[src/rcml_pkg.sv]
// Package for the reset control and mode latch block.
// Assumes a single system clock domain at 125 MHz.
package rcml_pkg;
	// Cycles from reset release to first bus cycle
	localparam int unsigned FIRST_CYCLE_DELAY = 10;
	localparam logic [3:0] FIRST_CYCLE_CNT = 4'hA;
	// Breakpoint low hold before release, in cycles
	localparam int unsigned BREAKPOINT_PIN_HOLD_CYCLES = 2;
	// Stretch count; pin and master reset lines stay asserted one cycle longer than this after the cause goes away
	localparam logic [3:0] RESET_STRETCH = 4'h8;
	// Data bus width sampled for mode selection
	localparam int unsigned DATA_W = 16;
	// Boot vector fetch address
	localparam logic [23:0] BOOT_VECTOR_ADDR = 24'h000000;
	// Mode latch reset values (default configuration, lines high)
	localparam logic [15:0] MODE_RESET_VAL = 16'hFFFF;
	// Bit positions inside the mode word
	localparam int unsigned MODE_BOOT_SIZE = 0;
	localparam int unsigned MODE_ARB = 1;
	localparam int unsigned MODE_FC = 2;
	localparam int unsigned MODE_ADDR_LO = 3;
	localparam int unsigned MODE_PORT_E = 8;
	localparam int unsigned MODE_PORT_F = 9;
	localparam int unsigned MODE_RESERVED = 11;
	// Reset values of the cause record and the decoded configuration
	localparam logic [5:0] CAUSE_RESET_VAL = 6'h01;
	localparam logic [10:0] CFG_RESET_VAL = 11'h000;
	// Sequencer states
	typedef enum logic [1:0] {RCML_RUN, RCML_WAIT_BUS, RCML_RESET, RCML_RELEASE} rcml_state_type;
endpackage : rcml_pkg

[src/rcml_reset_ctrl.sv]
// Reset control and mode latch: reset cause, three reset lines, mode capture.
// Assumes all inputs are synchronous to clk, which stands for the system clock output.
`timescale 1ns/1ns

// Operation
// - Record reset cause; drive pin, clock-unit and master reset lines.
// - All reset requests sampled and gated by the system clock.
// - Asynchronous sources act at once; synchronous ones wait for bus-cycle end.
// - Bus monitor enabled during synchronous reset, forcing stuck cycles to end.
// - Power-up, watchdog and halt are asynchronous, asserting all three lines.
// - Pin and clock-loss resets synchronous, all lines; test reset skips clock unit.
// - Byte or aligned-word writes in progress finish before synchronous reset.
// - Data lines pulled high during reset; high means default, low selects alternate.
// - Data line 0 low gives 8-bit boot port, high gives 16-bit.
// - Line 1 low gives bus arbitration pins; line 2 low gives function codes.
// - Line n low (3..7) turns chip-selects n+3..6 into address lines.
// - Line 8 low moves strobes, size and acknowledge pins to port E.
// - Line 9 low moves interrupt pins and clock-select pin to port F.
// - Clock-select high uses synthesizer, low uses external clock.
// - Breakpoint low at reset enables background debug, high disables it.
// - First bus cycle starts ten clocks after reset release.
// - Boot chip-select active at release; vectors fetched from address zero.
// - External reset pin synchronised; no clock means no reset yet.
module rcml_reset_ctrl (
	input wire logic clk,
	input wire logic arst_n,
	input wire logic reset_pin_n,
	input wire logic power_up_req,
	input wire logic watchdog_timeout,
	input wire logic halt_req,
	input wire logic clock_loss,
	input wire logic test_reset_req,
	input wire logic bus_cycle_active,
	input wire logic bus_cycle_end,
	input wire logic [rcml_pkg::DATA_W-1:0] data_in,
	input wire logic clock_source_select_pin,
	input wire logic breakpoint_pin,
	output logic pin_reset_drive,
	output logic clock_unit_reset,
	output logic master_reset_line,
	output logic bus_monitor_force,
	output logic [5:0] reset_cause,
	output logic [rcml_pkg::DATA_W-1:0] data_pullup_oe,
	output logic boot_port_8bit,
	output logic arb_pins_sel,
	output logic fc_pins_sel,
	output logic [4:0] addr_pins_sel,
	output logic io_port_e_sel,
	output logic io_port_f_sel,
	output logic reserved_mode,
	output logic use_synthesizer,
	output logic bdm_enable,
	output logic boot_chip_select,
	output logic first_bus_cycle_ok
);
	import rcml_pkg::*;

	rcml_state_type state_q, state_d;
	logic [3:0] stretch_q, stretch_d;
	logic [3:0] first_q, first_d;
	logic clk_rst_q, clk_rst_d;
	logic [5:0] cause_q, cause_d;
	logic [10:0] cfg_q;
	logic use_syn_q, bdm_q;
	logic [1:0] breakpoint_pin_hist_q;
	logic reset_pin_q;
	logic pin_q, mst_q, mon_q, boot_q, ok_q;
	logic [15:0] pull_q;

	// Reset source classification
	wire async_req = power_up_req | watchdog_timeout | halt_req;
	wire ext_req = ~reset_pin_q;
	wire sync_full_req = ext_req | clock_loss;
	wire sync_req = sync_full_req | test_reset_req;
	wire bus_idle = ~bus_cycle_active | bus_cycle_end;
	wire any_req = async_req | sync_req;
	wire clk_req = async_req | sync_full_req;
	wire [5:0] cause_now = {test_reset_req, clock_loss, ext_req, halt_req,
		watchdog_timeout, power_up_req};

	// Cumulative chip-select to address conversion, line n low converts n..3
	function automatic logic [4:0] addr_conv(input logic [4:0] lines);
		logic [4:0] r;
		r = 5'h00;
		for (int i = 0; i < 5; i++) begin
			for (int j = i; j < 5; j++) begin
				r[i] = r[i] | ~lines[j];
			end
		end
		return r;
	endfunction : addr_conv

	// Decoded configuration taken from the data bus, so each output leaves a flop
	wire [10:0] cfg_now = {~data_in[MODE_BOOT_SIZE], ~data_in[MODE_ARB], ~data_in[MODE_FC],
		addr_conv(data_in[MODE_ADDR_LO +: 5]), ~data_in[MODE_PORT_E], ~data_in[MODE_PORT_F],
		~data_in[MODE_RESERVED]};

	// Sequencer next state
	always_comb begin
		state_d = state_q;
		stretch_d = stretch_q;
		first_d = first_q;
		clk_rst_d = clk_rst_q;
		cause_d = cause_q;
		unique case (state_q)
			RCML_RUN: begin
				if (first_q != 4'h0) first_d = first_q - 4'h1;
				if (async_req) begin
					state_d = RCML_RESET;
					cause_d = cause_now;
					clk_rst_d = 1'b1;
					stretch_d = RESET_STRETCH;
				end else if (sync_req) begin
					state_d = RCML_WAIT_BUS;
				end
			end
			RCML_WAIT_BUS: begin
				if (async_req | bus_idle) begin
					state_d = RCML_RESET;
					cause_d = cause_now;
					clk_rst_d = clk_req;
					stretch_d = RESET_STRETCH;
				end else if (!sync_req) begin
					state_d = RCML_RUN;
				end
			end
			RCML_RESET: begin
				cause_d = cause_q | cause_now;
				clk_rst_d = clk_rst_q | clk_req;
				if (any_req) stretch_d = RESET_STRETCH;
				else if (stretch_q != 4'h0) stretch_d = stretch_q - 4'h1;
				else state_d = RCML_RELEASE;
			end
			RCML_RELEASE: begin
				state_d = RCML_RUN;
				clk_rst_d = 1'b0;
				first_d = FIRST_CYCLE_CNT - 4'h1; // Release state is the first of the ten
			end
		endcase
	end

	wire in_reset = (state_q == RCML_RESET);
	wire releasing = (state_q == RCML_RELEASE);

	// Sequencer and line registers, all gated by clk
	always_ff @(posedge clk or negedge arst_n) begin
		if (!arst_n) begin
			state_q <= RCML_RESET;
			stretch_q <= RESET_STRETCH;
			first_q <= 4'h0;
			clk_rst_q <= 1'b1;
			cause_q <= CAUSE_RESET_VAL;
			reset_pin_q <= 1'b1;
			pin_q <= 1'b1;
			mst_q <= 1'b1;
			mon_q <= 1'b0;
			boot_q <= 1'b0;
			ok_q <= 1'b0;
			pull_q <= 16'hFFFF;
		end else begin
			state_q <= state_d;
			stretch_q <= stretch_d;
			first_q <= first_d;
			clk_rst_q <= clk_rst_d;
			cause_q <= cause_d;
			reset_pin_q <= reset_pin_n;
			pin_q <= (state_d == RCML_RESET);
			mst_q <= (state_d == RCML_RESET);
			mon_q <= (state_d == RCML_WAIT_BUS);
			boot_q <= (state_d == RCML_RUN) | (state_d == RCML_RELEASE);
			ok_q <= (state_d == RCML_RUN) && (first_d == 4'h0);
			pull_q <= {16{state_d == RCML_RESET}};
		end
	end

	// Breakpoint history and mode capture at release
	always_ff @(posedge clk or negedge arst_n) begin
		if (!arst_n) begin
			cfg_q <= CFG_RESET_VAL;
			use_syn_q <= 1'b1;
			bdm_q <= 1'b0;
			breakpoint_pin_hist_q <= 2'h3;
		end else begin
			breakpoint_pin_hist_q <= {breakpoint_pin_hist_q[0], breakpoint_pin};
			if (in_reset && state_d == RCML_RELEASE) begin
				cfg_q <= cfg_now;
				use_syn_q <= clock_source_select_pin;
				bdm_q <= ~breakpoint_pin_hist_q[0] & ~breakpoint_pin;
			end
		end
	end

	assign pin_reset_drive = pin_q;
	assign clock_unit_reset = clk_rst_q;
	assign master_reset_line = mst_q;
	assign bus_monitor_force = mon_q;
	assign reset_cause = cause_q;
	assign data_pullup_oe = pull_q;
	assign boot_port_8bit = cfg_q[10];
	assign arb_pins_sel = cfg_q[9];
	assign fc_pins_sel = cfg_q[8];
	assign addr_pins_sel = cfg_q[7:3];
	assign io_port_e_sel = cfg_q[2];
	assign io_port_f_sel = cfg_q[1];
	assign reserved_mode = cfg_q[0];
	assign use_synthesizer = use_syn_q;
	assign bdm_enable = bdm_q;
	assign boot_chip_select = boot_q;
	assign first_bus_cycle_ok = ok_q;

	// Checks
	property p_async_acts;
		@(posedge clk) disable iff (!arst_n)
		(state_q == RCML_RUN && async_req) |=> (master_reset_line && clock_unit_reset);
	endproperty
	a_async_acts: assert property (p_async_acts) else $error("async reset missed");

	property p_sync_waits;
		@(posedge clk) disable iff (!arst_n)
		(state_q == RCML_WAIT_BUS && !bus_idle && !async_req) |=> !master_reset_line;
	endproperty
	a_sync_waits: assert property (p_sync_waits) else $error("sync reset cut a cycle");

	property p_monitor;
		@(posedge clk) disable iff (!arst_n)
		(state_q == RCML_WAIT_BUS) |-> bus_monitor_force;
	endproperty
	a_monitor: assert property (p_monitor) else $error("bus monitor not on");

	property p_test_no_clk;
		@(posedge clk) disable iff (!arst_n)
		(state_q == RCML_WAIT_BUS && bus_idle && !async_req && !clk_req && test_reset_req)
		|=> (master_reset_line && !clock_unit_reset);
	endproperty
	a_test_no_clk: assert property (p_test_no_clk) else $error("test reset hit clock unit");

	property p_lines_together;
		@(posedge clk) disable iff (!arst_n)
		pin_reset_drive == master_reset_line;
	endproperty
	a_lines_together: assert property (p_lines_together) else $error("reset lines differ");

	property p_first_cycle;
		@(posedge clk) disable iff (!arst_n)
		(state_q == RCML_RELEASE) ##1 (!any_req) [*8] ##1 !any_req
		|-> !first_bus_cycle_ok ##1 first_bus_cycle_ok;
	endproperty
	a_first_cycle: assert property (p_first_cycle) else $error("first cycle timing");

	property p_mode_hold;
		@(posedge clk) disable iff (!arst_n)
		(state_q == RCML_RUN) |=> $stable(cfg_q) && $stable(bdm_enable) && $stable(use_synthesizer);
	endproperty
	a_mode_hold: assert property (p_mode_hold) else $error("mode changed in run");

	property p_boot_size;
		@(posedge clk) disable iff (!arst_n)
		(state_q == RCML_RESET && state_d == RCML_RELEASE) |=> boot_port_8bit == !$past(data_in[0]);
	endproperty
	a_boot_size: assert property (p_boot_size) else $error("boot size wrong");

	property p_boot_cs;
		@(posedge clk) disable iff (!arst_n)
		(state_q == RCML_RELEASE) |-> boot_chip_select && !master_reset_line;
	endproperty
	a_boot_cs: assert property (p_boot_cs) else $error("boot select not active");

	property p_pull_in_reset;
		@(posedge clk) disable iff (!arst_n)
		data_pullup_oe == {16{master_reset_line}};
	endproperty
	a_pull_in_reset: assert property (p_pull_in_reset) else $error("pull-ups not with reset");

	property p_cause_set;
		@(posedge clk) disable iff (!arst_n)
		in_reset |=> (reset_cause & $past(cause_now)) == $past(cause_now);
	endproperty
	a_cause_set: assert property (p_cause_set) else $error("reset cause lost");

	property p_bdm_capture;
		@(posedge clk) disable iff (!arst_n)
		(in_reset && state_d == RCML_RELEASE) |=>
		bdm_enable == (!$past(breakpoint_pin) && !$past(breakpoint_pin, 2));
	endproperty
	a_bdm_capture: assert property (p_bdm_capture) else $error("debug mode capture wrong");

	property p_sync_full_clk;
		@(posedge clk) disable iff (!arst_n)
		(state_q == RCML_WAIT_BUS && bus_idle && clk_req) |=> clock_unit_reset;
	endproperty
	a_sync_full_clk: assert property (p_sync_full_clk) else $error("clock unit not reset");

	property p_clk_release;
		@(posedge clk) disable iff (!arst_n)
		releasing |=> !clock_unit_reset && !master_reset_line;
	endproperty
	a_clk_release: assert property (p_clk_release) else $error("lines held after release");

	c_async: cover property (@(posedge clk) disable iff (!arst_n) state_q == RCML_RUN && async_req);
	c_wait: cover property (@(posedge clk) disable iff (!arst_n)
		state_q == RCML_WAIT_BUS ##1 state_q == RCML_WAIT_BUS ##1 state_q == RCML_RESET);
	c_bdm: cover property (@(posedge clk) disable iff (!arst_n) releasing && bdm_enable);
	c_test: cover property (@(posedge clk) disable iff (!arst_n) in_reset && !clock_unit_reset);
endmodule : rcml_reset_ctrl

[config.mk]
export PLATFORM = sky130hd
export DESIGN_NAME = rcml_reset_ctrl
export DESIGN_NICKNAME = d
export VERILOG_FILES = /design/src/rcml_pkg.sv /design/src/rcml_reset_ctrl.sv
export SDC_FILE = /design/constraint.sdc
export NUM_CORES = 1
export LEC_CHECK = 0
export ABC_CLOCK_PERIOD_IN_PS = 3200
export BUFFER_PORTS_ARGS = -buffer_cell sky130_fd_sc_hd__buf_4
export CORE_ASPECT_RATIO = 1.5
export CORE_MARGIN = 1
export CORE_UTILIZATION = 51
export CTS_BUF_LIST = sky130_fd_sc_hd__clkbuf_4
export DETAILED_ROUTE_END_ITERATION = 16
export HOLD_SLACK_MARGIN = 0.1
export MAX_ROUTING_LAYER = met4
export PLACE_DENSITY = 0.83
export SLEW_MARGIN = 20
export SYNTH_ARGS = -nofsm -noshare
export SYNTH_HDL_FRONTEND = slang
export SYNTH_SLANG_ARGS = --single-unit
[constraint.sdc]
create_clock -name clk -period 3.2 [get_ports clk]
set_input_delay 0.48 -clock clk [delete_from_list [all_inputs] [get_ports clk]]
set_output_delay 0.48 -clock clk [all_outputs]
set_load 0.02 [all_outputs]
---- After elaboration in Yosys (flattened, before gate mapping) ----
Index checks and enable logic that the tools add are counted.
word-level totals
  register bits ........................... 37
operators by class
  equal/unequal tests ..................... 9
  bitwise logic cells ..................... 37
  multiplexer cells ....................... 20
  reduce and logical (&&, ||, !) cells .... 11
  add/subtract/negate cells ............... 2
operator list
  cell                                                    count
  two-way mux 4 bit                                       5
  bitwise OR 1 bit                                        20
  case mux 6 bit (3 select lines)                         1
  inverter 1 bit                                          15
  two-way mux 2 bit                                       6
  two-way mux 6 bit                                       2
  case mux 4 bit (3 select lines)                         1
  == test 2 bit (second input constant)                   4
  case mux 2 bit (4 select lines)                         1
  case mux 4 bit (2 select lines)                         1
  nonzero test 4 bit                                      2
  subtractor 4 x 1 -> 4 bit (second input constant)       2
  bitwise OR 6 bit                                        1
  == test 2 x 1 -> 1 bit (second input constant)          2
  logical NOT 2 bit                                       2
  logical NOT 4 bit                                       1
  inequality test 2 bit (second input constant)           2
  case mux 1 bit (4 select lines)                         1
  AND reduction 4 bit                                     1
  inequality test 3 x 2 -> 1 bit (second input constant)  1
  AND reduction 3 bit                                     1
  nonzero test 3 bit                                      1
  logical AND 1 bit                                       2
  two-way mux 1 bit                                       2
  other kinds (2)                                         2

---- Longest topological paths before layout ----
  depth after elaboration ................. 8
  mapped depth ............................ 12
  depth with buffers taken out ............ 10

---- Least setup slack after synthesis ----
Ideal clock, no wire load.
  path type ............................... reg2reg
  from .................................... register state_q[1]
  to ...................................... register use_syn_q, in the netlist use_synthesizer
  required time ........................... 3.118 ns
  arrival time ............................ 2.428 ns
  library setup time ...................... 0.082 ns
  period minus slack after synthesis ...... 2.510 ns
  slack ................................... 0.690 ns
  buffers on the path ..................... 1
  stages on the path, launching flop included .. 10
  cell sequence ........................... dfstp_2 ha_1 nor4bb_1 nand2_1 o31ai_1 and3_1 ha_1 and2_1 clkbuf_1 mux2_2
RTL lines
  item                                   RTL line                text
  start, declared                        rcml_reset_ctrl.sv:58   rcml_state_type state_q, state_d;
  start signal, assigned                 rcml_reset_ctrl.sv:161  state_q <= state_d;
  == test 2 bit (tied with other cells)  rcml_reset_ctrl.sv:105  unique case (state_q)
  case mux 2 bit (4 select lines) *      rcml_reset_ctrl.sv:105
  named net state_d[0]                   rcml_reset_ctrl.sv:58
  == test 2 bit *                        rcml_reset_ctrl.sv:185  if (in_reset && state_d == RCML_RELEASE) begin
  logical AND 1 bit *                    rcml_reset_ctrl.sv:185
  end signal, assigned                   rcml_reset_ctrl.sv:187  use_syn_q <= clock_source_select_pin;
  end, declared                          rcml_reset_ctrl.sv:64   logic use_syn_q, bdm_q;
The timed path passes the listed nets; every way through them passes the cells marked *.
A chain may end at the register's enable or synchronous reset.

---- Worst setup path after layout ----
Same ends and word-level chain as after synthesis.

==> qor.yml <==
grt_util_all_layers: 0.228
core_region_area_um2: 3450
nets: 266
route.detailed.drc: 0
post-route-min-period_ns: 2.73
synthMostInstantiatedCell: "dfrtp_1"
gp_congestion: 0.894
synth_top_area_cell: "dfrtp_1"
io_pins: 69
grt_pass1_vias: 1470
start_util: 0.538
synth-edff-count: 0
finalSetupTns_ns: 0
hold-worst-slack_ns: 0.228
nFillCells: 292
layout-drive-gt1-share: 0.373
avgSynthCellArea_um2: 10.6
first_pass_iters: 5
die_h_um: 75.9
die_width_um: 51.3
max_freq_mhz: 366
clkTransAtPathRegs_ns: 0.11
relSlewSlack: 0.678
end_kind: "flop"
synth_common_cells: "28 x dfrtp_1, 17 x buf_4, 17 x nand2_1, 11 x ha_1"
drv_cap: 0
start_kind: "flop"
postCtsHoldBufs: 1
ys_warn_count: 0
dp.final_hpwl_um: 2970
ys_seq_area_frac: 0.491
fin_worst_skew_ns: 0.00685
cp_max_fo: 7
setup_viol: 0
grt-ovfl-total: 0
cts.sinks: 36
routedWlPerCell_um: 14.5
syn2layout_area_growth_pct: 26.4
portBuffers: 63
postSynthCellCount: 175
required_ns: 3.48
crit_arrival_ns: 3.01
wl_um: 3920
ys_ff_latch: 36
drtAntennaViolNets: 0
antenna_found_initial: 0
hold_viol: 0
worstSetupPathType: "reg -> reg"
post-route-period-util: 0.853
synth_cell_types: 46
clk_latency_ns: 0.34
ys.flop_type: "dfrtp_1"
tightest_slew_ns: 0.479
postCtsSetupRepairBufs: 0
n_antenna_cell: 0
finalMaxSlewViolations: 0
dieArea_um2: 3890
grt_max_degree: 37
hp-class: "in -> reg"
viasPerCell: 5.49
peakVddDrop_mv: 0.595
leakagePower_nw: 1.13
synthArstFlopShare: 1.00
drtIter0Drc: 37
synth_area_um2: 1860
netlist.area_leader.share: 0.377
cts_buffers: 5
pwr_density_cell_nw_per_um2: 1040
vias: 1483
outcome: "finished, final reports clean"
grt_pass1_wl_um: 6490
synth_nets: 214
cts.path.max_buffers: 2
clk_root_buffer_cell: "clkbuf_4"
cts_tree: "yes"
cts_resized: 0
rsz0062_at_grt: "false"
multi_input_area_um2: 761
regArea_um2: 911
htreeDepth: 2
rows: 26
synth_top_cells_by_area: "dfrtp_1 38%, dfstp_2 11%, ha_1 7.4%"
power breakdown:
group          internal, W  leakage, nW  total, W  switching (W)
combinational     0.000572        0.662   0.00134       0.000767
sequential        0.000649        0.428  0.000777       0.000128
clock             0.000163       0.0412  0.000319       0.000156
total              0.00138         1.13   0.00244        0.00105
routing by layer:
layer	part of all wire	global-route usage	up-vias	routed length [µm]
met1	0.36	0.239	704	1430
met4	0.039	0.122	0	152
met5	0	-	-	0
met2	0.55	0.399	54	2160
met3	0.045	0.0321	17	176
li1	-	-	708	-
critical path, stage by stage, from the launching register on:
cell	delay, ns
dfstp_2	0.59
ha_1	0.17
nor4bb_1	0.21
nand2_1	0.18
o31ai_1	0.33
and3_1	0.32
ha_1	0.21
and2_1	0.29
mux2_2	0.37
through the flow:
step / cells / setup WS [ns] / cell area, µm² / utilization / total power (W)
final: 270 / 0.469 / 2350 / 0.681 / 0.00244
after global routing: 270 / 0.296 / 2350 / 0.681 / 0.00259
after CTS: 270 / 0.481 / 2350 / 0.681 / 0.00245
after detailed placement: 261 / 0.435 / 2260 / 0.655 / 0.00212
after global placement: 261 / 0.553 / 2260 / 0.655 / 0.00209
after floorplan: 175 / 0.690 / 1860 / - / 0.00171
area by class of cell:
type,instances,share of cell area
sequential,36,0.388
multi-input combinational,107,0.324
timing repair buffer,67,0.215
tap,42,0.0224
clock inverter,3,0.0181
clock buffer,5,0.0160
inverter,10,0.0160
cells in the final DEF, fill, tap and decap left out, types with 5 or more instances in the layout:
cell,instances
nand2_1,17
dfrtp_1,28
dfstp_2,8
ha_1,11
clkbuf_4,5
nor2_1,5
buf_4,66
a22o_1,6
inv_1,10
o21ai_0,10
final timing paths:
check,slack (ns),depth (start not counted),start,to
max in group asynchronous,2.25,2,arst_n,stretch_q[3]
min in group asynchronous,0.61,2,arst_n,bdm_enable
hold reg to reg,0.49,1,stretch_q[3],stretch_q[3]
setup / recovery,0.47,8,state_q[1],use_synthesizer
hold / removal,0.23,1,reset_pin_n,reset_pin_q
setup reg to reg,0.47,8,state_q[1],use_synthesizer
kinds of logic after synthesis:
logic type,Yosys count,synth area share
DFF,36,0.491
AOI/OAI and AO/OA,37,0.135
muxes,6,0.0337
and+or+nand+nor,53,0.167
adders and majority gates,11,0.0741
buffers and inverters,32,0.0997
state kept, by name (all words and copies together), names as in the netlist, 2 cells and up:
signal / flops
reset_cause: 6
first_q: 4
stretch_q: 4
state_q: 2
cfg_q: 11
Power figures use the tool's default switching activity.
